$ cat src/inc/psm_consts.vh
// Constants for the sideband status and management pin block
`ifndef PSM_CONSTS_VH
`define PSM_CONSTS_VH
`define PSM_MODE_MII        2'h0
`define PSM_MODE_RMII       2'h1
`define PSM_MODE_RGMII      2'h2
`define PSM_PREAMBLE_BITS   6'h20
`define PSM_OP_WRITE        2'h1
`define PSM_OP_READ         2'h2
`define PSM_REG_CTRL        5'h00
`define PSM_REG_STATUS      5'h01
`define PSM_REG_PIN_CFG     5'h11
`define PSM_REG_IRQ_STAT    5'h12
`define PSM_CTRL_RESET      16'h3100
`define PSM_PIN_CFG_RESET   16'h0000
`define PSM_PIN_CFG_IRQ_BIT 0
`define PSM_CTRL_PWDN_BIT   11
`define PSM_CTRL_SRST_BIT   15
`define PSM_IRQ_LINK_BIT    0
`define PSM_RST_MIN_NS      1000
`define PSM_CLK_PERIOD_NS   50
`define PSM_MDC_MIN_HALF_NS 20
`endif

$ cat src/hdl/psm_sync2.v
// Two-flop synchroniser for pin inputs
`timescale 1ns/1ps
module psm_sync2 #(
	parameter RESET_VAL = 1'b0
) (
	input  wire ref_clk,
	input  wire rst,
	input  wire d,
	output reg  q
);
	reg meta;

	always @(posedge ref_clk or posedge rst) begin
		if (rst) begin
			meta <= RESET_VAL;
			q    <= RESET_VAL;
		end else begin
			meta <= d;
			q    <= meta;
		end
	end
endmodule // psm_sync2

$ cat src/hdl/psm_mgmt.v
// Clause 22 management serial engine, stepped by sampled clock edges
`timescale 1ns/1ps
`include "psm_consts.vh"
module psm_mgmt (
	input  wire        ref_clk,
	input  wire        rst,
	input  wire        mdc_rise,
	input  wire        mdc_fall,
	input  wire        mdio_in,
	input  wire [4:0]  phy_addr,
	input  wire [15:0] rd_data,
	output reg         mdio_out,
	output reg         mdio_oe,
	output reg         wr_stb,
	output reg  [4:0]  reg_addr,
	output reg  [15:0] wr_data
);
	localparam S_PRE  = 5'h01;
	localparam S_HEAD = 5'h02;
	localparam S_TA   = 5'h04;
	localparam S_DATA = 5'h08;
	localparam S_IDLE = 5'h10;

	reg [4:0]  state;
	reg [5:0]  cnt;
	reg [13:0] head;
	reg [15:0] shreg;
	reg        is_read;
	reg        mine;

	wire [13:0] next_head = {head[12:0], mdio_in};

	// Input sampled on rising edge, output changed on falling edge
	always @(posedge ref_clk or posedge rst) begin
		if (rst) begin
			state    <= S_PRE;
			cnt      <= 6'h00;
			head     <= 14'h0000;
			shreg    <= 16'h0000;
			is_read  <= 1'b0;
			mine     <= 1'b0;
			mdio_out <= 1'b1;
			mdio_oe  <= 1'b0;
			wr_stb   <= 1'b0;
			reg_addr <= 5'h00;
			wr_data  <= 16'h0000;
		end else begin
			wr_stb <= 1'b0;
			if (mdc_fall) begin
				if (state == S_TA && is_read && mine && cnt == 6'h01) begin
					mdio_oe  <= 1'b1;
					mdio_out <= 1'b0;
					shreg    <= rd_data;
				end else if (state == S_DATA && is_read && mine) begin
					mdio_out <= shreg[15];
					shreg    <= {shreg[14:0], 1'b0};
				end else begin
					mdio_oe  <= 1'b0;
					mdio_out <= 1'b1;
				end
			end
			if (mdc_rise) begin
				case (state)
				S_PRE: begin
					if (mdio_in)
						cnt <= (cnt == `PSM_PREAMBLE_BITS) ? cnt
							: cnt + 6'h01;
					else if (cnt == `PSM_PREAMBLE_BITS) begin
						state <= S_HEAD;
						cnt   <= 6'h00;
						head  <= 14'h0000;
					end else
						cnt <= 6'h00;
				end
				S_HEAD: begin
					head <= next_head;
					cnt  <= cnt + 6'h01;
					if (cnt == 6'h0c) begin
						// Start zero ended the preamble; 13 bits remain
						is_read  <= next_head[11:10] == `PSM_OP_READ;
						mine     <= next_head[9:5] == phy_addr;
						reg_addr <= next_head[4:0];
						if (next_head[12] != 1'b1 ||
						    (next_head[11:10] != `PSM_OP_READ &&
						     next_head[11:10] != `PSM_OP_WRITE))
							state <= S_IDLE;
						else
							state <= S_TA;
						cnt <= 6'h00;
					end
				end
				S_TA: begin
					cnt <= cnt + 6'h01;
					if (cnt == 6'h01) begin
						state <= S_DATA;
						cnt   <= 6'h00;
					end
				end
				S_DATA: begin
					wr_data <= {wr_data[14:0], mdio_in};
					cnt     <= cnt + 6'h01;
					if (cnt == 6'h0f) begin
						if (!is_read && mine)
							wr_stb <= 1'b1;
						state <= S_IDLE;
						cnt   <= 6'h00;
					end
				end
				S_IDLE: begin
					state <= S_PRE;
					cnt   <= mdio_in ? 6'h01 : 6'h00;
				end
				default: state <= S_PRE;
				endcase
			end
		end
	end
endmodule // psm_mgmt

$ cat src/hdl/psm_top.v
// Sideband status, management and power-down/interrupt pin logic
// How it works
// - Four-bit mode: busy output high when receive or transmit active.
// - Reduced-pin mode: one output merges carrier and receive valid.
// - Reduced-gigabit mode: busy/merged output unused, held low.
// - Full duplex: clash output low; unused in reduced-pin mode.
// - Half duplex: clash high only while transmit and receive both busy.
// - Management data sampled and driven on management clock edges only.
// - Data line shared; each side drives in turn, pull-up otherwise.
// - Dual pin is power-down input after reset until configured.
// - Power-down mode while dual pin is low in power-down setting.
// - Interrupt setting: open-drain low while interrupt pending.
// - Low reset pin returns control, pin-config and interrupt registers to initial values.
`timescale 1ns/1ps
`include "psm_consts.vh"
module psm_top (
	input  wire        ref_clk,
	input  wire        rst,
	input  wire [1:0]  if_mode,
	input  wire        full_duplex,
	input  wire        rx_active,
	input  wire        tx_active,
	input  wire        rx_data_valid,
	input  wire        link_up,
	input  wire [4:0]  phy_addr,
	input  wire        mgmt_clk_pin,
	input  wire        mgmt_data_in,
	output reg         mgmt_data_out,
	output reg         mgmt_data_oe,
	input  wire        irq_or_sleep_pin_in,
	output reg         irq_or_sleep_pin_out,
	output reg         irq_or_sleep_pin_oe,
	input  wire        reset_pin_n,
	output reg         medium_busy,
	output reg         medium_clash,
	output reg         power_down
);
	localparam RST_CYC = (`PSM_RST_MIN_NS + `PSM_CLK_PERIOD_NS - 1)
		/ `PSM_CLK_PERIOD_NS;

	wire mdc_s;
	wire mdio_s;
	wire pin_s;
	wire rstn_s;
	wire rx_s;
	wire tx_s;
	wire dv_s;
	wire link_s;
	reg  mdc_d;
	reg  [4:0] rst_cnt;
	reg  soft_rst;
	reg  [15:0] ctrl;
	reg  [15:0] pin_cfg;
	reg  irq_pend;
	reg  link_d;
	wire m_out;
	wire m_oe;
	wire m_wr;
	wire [4:0]  m_addr;
	wire [15:0] m_wdata;
	reg  [15:0] rd_mux;

	wire [7:0] pins_raw = {mgmt_clk_pin, mgmt_data_in, irq_or_sleep_pin_in,
		reset_pin_n, rx_active, tx_active, rx_data_valid, link_up};
	wire [7:0] pins_s;
	// Data, dual and reset pins idle high; the management clock idles low,
	// so no false clock edge follows reset
	localparam [7:0] PIN_IDLE = 8'h70;

	genvar gi;
	generate
		for (gi = 0; gi < 8; gi = gi + 1) begin : g_sync
			psm_sync2 #(.RESET_VAL(PIN_IDLE[gi])) u_sync (
				.ref_clk (ref_clk),
				.rst     (rst),
				.d       (pins_raw[gi]),
				.q       (pins_s[gi])
			);
		end
	endgenerate

	assign {mdc_s, mdio_s, pin_s, rstn_s, rx_s, tx_s, dv_s, link_s} = pins_s;

	// Short glitches below one microsecond do not reset the registers
	always @(posedge ref_clk or posedge rst) begin
		if (rst) begin
			rst_cnt  <= 5'h00;
			soft_rst <= 1'b0;
		end else if (!rstn_s) begin
			// Fires on the last sample of a minimum-width pulse
			if (rst_cnt != RST_CYC[4:0] - 5'h01)
				rst_cnt <= rst_cnt + 5'h01;
			else
				soft_rst <= 1'b1;
		end else begin
			rst_cnt  <= 5'h00;
			soft_rst <= 1'b0;
		end
	end

	always @(posedge ref_clk or posedge rst) begin
		if (rst)
			mdc_d <= 1'b0;
		else
			mdc_d <= mdc_s;
	end

	psm_mgmt u_mgmt (
		.ref_clk  (ref_clk),
		.rst      (rst),
		.mdc_rise (mdc_s & ~mdc_d),
		.mdc_fall (~mdc_s & mdc_d),
		.mdio_in  (mdio_s),
		.phy_addr (phy_addr),
		.rd_data  (rd_mux),
		.mdio_out (m_out),
		.mdio_oe  (m_oe),
		.wr_stb   (m_wr),
		.reg_addr (m_addr),
		.wr_data  (m_wdata)
	);

	always @* begin
		case (m_addr)
		`PSM_REG_CTRL:     rd_mux = ctrl;
		`PSM_REG_STATUS:   rd_mux = {13'h0000, link_s, full_duplex, 1'b0};
		`PSM_REG_PIN_CFG:  rd_mux = pin_cfg;
		`PSM_REG_IRQ_STAT: rd_mux = {15'h0000, irq_pend};
		default:           rd_mux = 16'h0000;
		endcase
	end

	// Reading the status clears it unless a new event lands the same cycle
	always @(posedge ref_clk or posedge rst) begin
		if (rst) begin
			ctrl     <= `PSM_CTRL_RESET;
			pin_cfg  <= `PSM_PIN_CFG_RESET;
			irq_pend <= 1'b0;
			link_d   <= 1'b0;
		end else if (soft_rst || ctrl[`PSM_CTRL_SRST_BIT]) begin
			ctrl     <= `PSM_CTRL_RESET;
			pin_cfg  <= `PSM_PIN_CFG_RESET;
			irq_pend <= 1'b0;
			link_d   <= link_s;
		end else begin
			link_d <= link_s;
			if (m_wr && m_addr == `PSM_REG_CTRL)
				ctrl <= m_wdata;
			if (m_wr && m_addr == `PSM_REG_PIN_CFG)
				pin_cfg <= m_wdata;
			if (link_s != link_d)
				irq_pend <= 1'b1;
			else if (m_oe && m_addr == `PSM_REG_IRQ_STAT && mdc_s && !mdc_d)
				irq_pend <= 1'b0;
		end
	end

	wire irq_mode = pin_cfg[`PSM_PIN_CFG_IRQ_BIT];

	always @(posedge ref_clk or posedge rst) begin
		if (rst) begin
			medium_busy          <= 1'b0;
			medium_clash         <= 1'b0;
			power_down           <= 1'b0;
			mgmt_data_out        <= 1'b1;
			mgmt_data_oe         <= 1'b0;
			irq_or_sleep_pin_out <= 1'b0;
			irq_or_sleep_pin_oe  <= 1'b0;
		end else begin
			case (if_mode)
			`PSM_MODE_MII:  medium_busy <= rx_s | tx_s;
			`PSM_MODE_RMII: medium_busy <= rx_s | dv_s;
			default:        medium_busy <= 1'b0;
			endcase
			if (full_duplex || if_mode != `PSM_MODE_MII)
				medium_clash <= 1'b0;
			else
				medium_clash <= rx_s & tx_s;
			power_down <= ctrl[`PSM_CTRL_PWDN_BIT] |
				(!irq_mode & !pin_s);
			mgmt_data_out <= m_out;
			mgmt_data_oe  <= m_oe;
			irq_or_sleep_pin_out <= 1'b0;
			irq_or_sleep_pin_oe  <= irq_mode & irq_pend;
		end
	end
endmodule // psm_top

$ cat config.mk
export PLATFORM = sky130hd
export DESIGN_NAME = psm_top
export DESIGN_NICKNAME = d
export VERILOG_FILES = /design/src/hdl/psm_sync2.v /design/src/hdl/psm_mgmt.v /design/src/hdl/psm_top.v
export VERILOG_INCLUDE_DIRS = /design/src /design/src/inc
export SDC_FILE = /design/constraint.sdc
export NUM_CORES = 1
export LEC_CHECK = 0
export BUFFER_PORTS_ARGS = -buffer_cell sky130_fd_sc_hd__clkbuf_2
export CAP_MARGIN = 20
export CORE_UTILIZATION = 61
export DETAILED_ROUTE_END_ITERATION = 8
export PLACE_DENSITY_LB_ADDON = 0.3
export SLEW_MARGIN = 20
export SYNTH_ARGS = -nofsm -noshare
export SYNTH_HDL_FRONTEND = slang
export SYNTH_SLANG_ARGS = --single-unit
$ cat constraint.sdc
create_clock -name ref_clk -period 4.79 [get_ports ref_clk]
set_clock_uncertainty 0.2 [all_clocks]
set_input_delay 0.479 -clock ref_clk [delete_from_list [all_inputs] [get_ports ref_clk]]
set_output_delay 0.479 -clock ref_clk [all_outputs]
set_load 0.02 [all_outputs]
==> run_summary.xml <==
<?xml version="1.0" encoding="UTF-8"?>
<metrics>
  <group name="worst_hold_path">
    <metric name="hold_depth" unit="">3</metric>
    <metric name="hold_path_startpoint" unit="">if_mode[0]</metric>
    <metric name="hold_path_class" unit="">primary input to register</metric>
    <metric name="hold_path_end" unit="">medium_busy</metric>
  </group>
  <group name="critical_path">
    <metric name="worstSetupPathType" unit="">register to register</metric>
    <metric name="reg2reg_to" unit="">pin_cfg[13]</metric>
    <metric name="path_depth_of_the_worst_reg2reg_path" unit="">4</metric>
    <metric name="timing.critical_path.from" unit="">u_mgmt.reg_addr[1]</metric>
    <metric name="cp.required" unit="ns">5.04</metric>
    <metric name="reg2reg_slack" unit="ns">1.89</metric>
    <metric name="worst_ep_arrival_time" unit="ns">3.15</metric>
    <metric name="critical_path.startpoint_type" unit="">register</metric>
    <metric name="path_max_fanout" unit="">16</metric>
    <metric name="r2r-start" unit="">u_mgmt.reg_addr[1]</metric>
    <metric name="setup.worst_path.end_class" unit="">register</metric>
  </group>
  <group name="sta">
    <metric name="report.final.hold_viol_count" unit="">0</metric>
    <metric name="totalNegativeSetupSlack" unit="ns">0</metric>
    <metric name="slew_violations" unit="">0</metric>
    <metric name="maxClockFrequency" unit="MHz">344</metric>
    <metric name="unrepaired_setup_endpoints_after_global_routing" unit="">false</metric>
    <metric name="final_period_minus_worst_setup_slack" unit="ns">2.90</metric>
    <metric name="worst_slew_margin" unit="%">37.8</metric>
    <metric name="worst_max_slew_pin_slew" unit="ns">0.932</metric>
    <metric name="setup_viol_count_final" unit="">0</metric>
    <metric name="post-route-period-util" unit="%">60.6</metric>
  </group>
  <group name="synth">
    <metric name="synth_edf_count" unit="">0</metric>
    <metric name="synth_top_cell_area_share" unit="%">54.1</metric>
    <metric name="synthDistinctLibCells" unit="">56</metric>
    <metric name="synth_area_leader_cell" unit="">sky130_fd_sc_hd__dfrtp_1</metric>
    <metric name="syn_avg_cell_area" unit="um^2">12.3</metric>
    <metric name="synth.top_cells.by_count" unit="">116 x sky130_fd_sc_hd__dfrtp_1, 57 x sky130_fd_sc_hd__a22o_1, 31 x sky130_fd_sc_hd__nor2_1, 23 x sky130_fd_sc_hd__mux2_2, 22 x sky130_fd_sc_hd__a21oi_1</metric>
    <metric name="syn-instance-count" unit="">435</metric>
    <metric name="yosys_register_bits" unit="">128</metric>
    <metric name="synth_top_cells_by_area" unit="">sky130_fd_sc_hd__dfrtp_1 54%, sky130_fd_sc_hd__a22o_1 9.3%, sky130_fd_sc_hd__dfstp_2 5.9%, sky130_fd_sc_hd__mux2_2 4.8%, sky130_fd_sc_hd__mux2i_1 2.8%</metric>
    <metric name="yosys_warnings" unit="">0</metric>
    <metric name="post-synth-top-count-cell" unit="">sky130_fd_sc_hd__dfrtp_1</metric>
    <metric name="yosysSeqAreaShare" unit="%">59.9</metric>
    <metric name="synth-async-reset-ratio" unit="%">100</metric>
    <metric name="syn_nets" unit="">458</metric>
    <metric name="synth_area" unit="um^2">5370</metric>
    <metric name="synth-main-ff-cell" unit="">sky130_fd_sc_hd__dfrtp_1</metric>
  </group>
  <group name="finish">
    <metric name="nets" unit="">498</metric>
    <metric name="drive_above_1_share" unit="%">22.5</metric>
    <metric name="antennaDiodeCount" unit="">0</metric>
    <metric name="fin_cells" unit="">593</metric>
    <metric name="final_core_utilization" unit="%">75.0</metric>
    <metric name="final_design_area_no_fill" unit="um^2">6280</metric>
    <metric name="fill_cells" unit="">527</metric>
    <metric name="area_delta_synth_final" unit="%">17.0</metric>
  </group>
  <group name="clock_network">
    <metric name="cts_root_buffer" unit="">sky130_fd_sc_hd__clkbuf_8</metric>
    <metric name="cts_max_level" unit="">4</metric>
    <metric name="clkLatencyLatePin" unit="ns">0.52</metric>
    <metric name="clkTransAtPathRegs" unit="ns">0.06</metric>
    <metric name="post_cts.resized_instances" unit="">0</metric>
    <metric name="holdBufCountCts" unit="">11</metric>
    <metric name="number_of_buffers_inserted_by_post_cts_setup_repair" unit="">0</metric>
    <metric name="cts-buffers-inserted" unit="">17</metric>
    <metric name="clockBufferDepth" unit="">2</metric>
    <metric name="cts_tree" unit="">yes</metric>
    <metric name="cts_sinks" unit="">128</metric>
  </group>
  <group name="routing">
    <metric name="post_drt_wl_per_cell" unit="um">19.3</metric>
    <metric name="routed-via-count" unit="">3748</metric>
    <metric name="vias_per_inst" unit="">6.32</metric>
    <metric name="remaining_drc_errors" unit="">0</metric>
    <metric name="violation_count_after_the_first_detailed_routing_iteration" unit="">215</metric>
    <metric name="drtAntennaViolNets" unit="">0</metric>
    <metric name="detail_route.first_pass.iterations" unit="">6</metric>
    <metric name="wirelength" unit="um">11500</metric>
  </group>
  <group name="placed_design">
    <metric name="dp_cells" unit="">548</metric>
    <metric name="gp_congestion" unit="">0.818</metric>
    <metric name="hpwlAfterDp" unit="um">6800</metric>
    <metric name="portBuffers" unit="">23</metric>
    <metric name="placedInstanceArea" unit="um^2">5580</metric>
  </group>
  <group name="grt">
    <metric name="grt_overflow_total" unit="">0</metric>
    <metric name="antenna_violations_before_repair" unit="">0</metric>
    <metric name="grt_pass1_vias" unit="">3828</metric>
    <metric name="globalRouteTotalUtil" unit="%">28.4</metric>
    <metric name="grt_start_max_net_pins" unit="">62</metric>
    <metric name="grt_pass1_wl" unit="um">19000</metric>
  </group>
  <group name="die">
    <metric name="start_util" unit="%">64.1</metric>
    <metric name="die-width" unit="um">95.8</metric>
    <metric name="floorplan.core_area" unit="um^2">8380</metric>
    <metric name="die-area" unit="um^2">9180</metric>
    <metric name="die_h" unit="um">95.8</metric>
    <metric name="count_of_standard_cell_rows" unit="">33</metric>
    <metric name="ios" unit="">25</metric>
  </group>
  <group name="power_and_ir_drop">
    <metric name="p_leak" unit="nW">2.90</metric>
    <metric name="power.density_cell_area" unit="nW/um^2">430</metric>
    <metric name="total_power_consumption" unit="W">0.00270</metric>
    <metric name="vdd_drop_max" unit="mV">0.362</metric>
  </group>
  <group name="run_status">
    <metric name="outcome" unit="">completed</metric>
  </group>
  <group name="run">
    <metric name="cap_viol_max_count" unit="">0</metric>
  </group>
</metrics>
-- cell type report --
cell class / instances / area (um^2) / area share [%]
clock buffer: 19 / 442 / 7.03
sequential: 128 / 3220 / 51.2
multi-input combinational: 278 / 2040 / 32.4
inverter: 9 / 36.3 / 0.578
tap: 105 / 131 / 2.09
timing repair buffer: 41 / 279 / 4.44
clock inverter: 13 / 138 / 2.19
-- metrics by stage --
stage | setup WS, ns | hold slack [ns]
after floorplan | 0.718 | 0.131
after global placement | 2.00 | 0.132
final | 1.89 | 0.0694
after global routing | 1.72 | 0.0817
after CTS | 1.82 | 0.0617
after detailed placement | 1.92 | 0.141
-- where the power goes --
group	switching [W]	total (W)	internal [W]
Sequential	0.0000581	0.00119	0.00114
Combinational	0.000160	0.000261	0.000100
Clock	0.000479	0.00125	0.000767
-- state kept, by name (all words and copies together), names as in the netlist, 5 cells and up --
name / cells
g_sync.u_sync.q: 8
rst_cnt: 5
g_sync.u_sync.meta: 8
pin_cfg: 16
u_mgmt.shreg: 16
u_mgmt.reg_addr: 5
u_mgmt.head: 12
u_mgmt.wr_data: 16
ctrl: 16
u_mgmt.cnt: 6
u_mgmt.state: 5
-- per-layer routing --
layer | up-vias | global-route usage (%) | share of wire, %
li1 | 1674 | - | -
met1 | 1911 | 35.4 | 42
met2 | 128 | 47.4 | 51
met3 | 35 | 6.00 | 4.0
met4 | 0 | 13.7 | 3.0
met5 | - | 0 | 0
-- worst max-delay path: stages (launching register included) --
cell and delay, ns:
sky130_fd_sc_hd__dfrtp_1 0.47, sky130_fd_sc_hd__nor4b_2 0.46, sky130_fd_sc_hd__and2_0 0.78, sky130_fd_sc_hd__and3_1 0.68, sky130_fd_sc_hd__a22o_1 0.24
-- cells by family (layout without fill, tap and decap cells) --
kind of cell             Yosys count  count (layout)  synth area share, %
AO/OA/AOI/OAI                    120             120                 16.7
XOR/XNOR                          12              12                 1.96
adder cells (fa/ha/maj)            5               5                 1.16
buffers and inverters             29              82                 2.35
flip-flops                       128             128                 59.9
multiplexers                      39              39                 7.90
other                              1               1               0.0698
AND/OR/NAND/NOR                  101             101                 9.93
-- cells in the final DEF, fill, tap and decap left out, types with 2 or more instances in the layout --
cell type,n
sky130_fd_sc_hd__nor3_1,6
sky130_fd_sc_hd__o21a_1,2
sky130_fd_sc_hd__buf_4,5
sky130_fd_sc_hd__clkinvlp_4,3
sky130_fd_sc_hd__nand2_1,18
sky130_fd_sc_hd__and2_1,5
sky130_fd_sc_hd__dfstp_2,12
sky130_fd_sc_hd__nand3_1,7
sky130_fd_sc_hd__a21o_1,3
sky130_fd_sc_hd__a22oi_1,3
sky130_fd_sc_hd__dfrtp_1,116
sky130_fd_sc_hd__clkbuf_16,16
sky130_fd_sc_hd__inv_1,8
sky130_fd_sc_hd__dlygate4sd3_1,11
sky130_fd_sc_hd__mux2i_1,15
sky130_fd_sc_hd__o22a_1,3
sky130_fd_sc_hd__or3_1,2
sky130_fd_sc_hd__and3_1,2
sky130_fd_sc_hd__clkinv_2,4
sky130_fd_sc_hd__ha_1,5
sky130_fd_sc_hd__a22o_1,57
sky130_fd_sc_hd__or2_2,2
sky130_fd_sc_hd__clkinv_4,3
sky130_fd_sc_hd__nor2b_1,5
sky130_fd_sc_hd__o21ai_0,15
sky130_fd_sc_hd__a21oi_1,22
sky130_fd_sc_hd__nand3b_1,5
sky130_fd_sc_hd__nand4_1,4
sky130_fd_sc_hd__nand2b_1,2
sky130_fd_sc_hd__mux2_2,23
sky130_fd_sc_hd__xor2_1,7
sky130_fd_sc_hd__xnor2_1,5
sky130_fd_sc_hd__o211ai_1,3
sky130_fd_sc_hd__bufinv_16,2
sky130_fd_sc_hd__clkbuf_2,23
sky130_fd_sc_hd__clkbuf_8,3
sky130_fd_sc_hd__nor2_1,31
-- worst max path at each step --
stage	slack, ns	depth (start not counted)	endpoint
2_1_floorplan	0.72	1	ctrl[0]
3_3_place_gp	2.00	5	u_mgmt.shreg[1]
3_5_place_dp	1.92	5	u_mgmt.shreg[1]
4_1_cts	1.82	5	u_mgmt.shreg[1]
5_1_grt	1.72	4	pin_cfg[7]
6_report	1.89	4	pin_cfg[13]
Note: power is estimated with default switching activity, not from simulation.
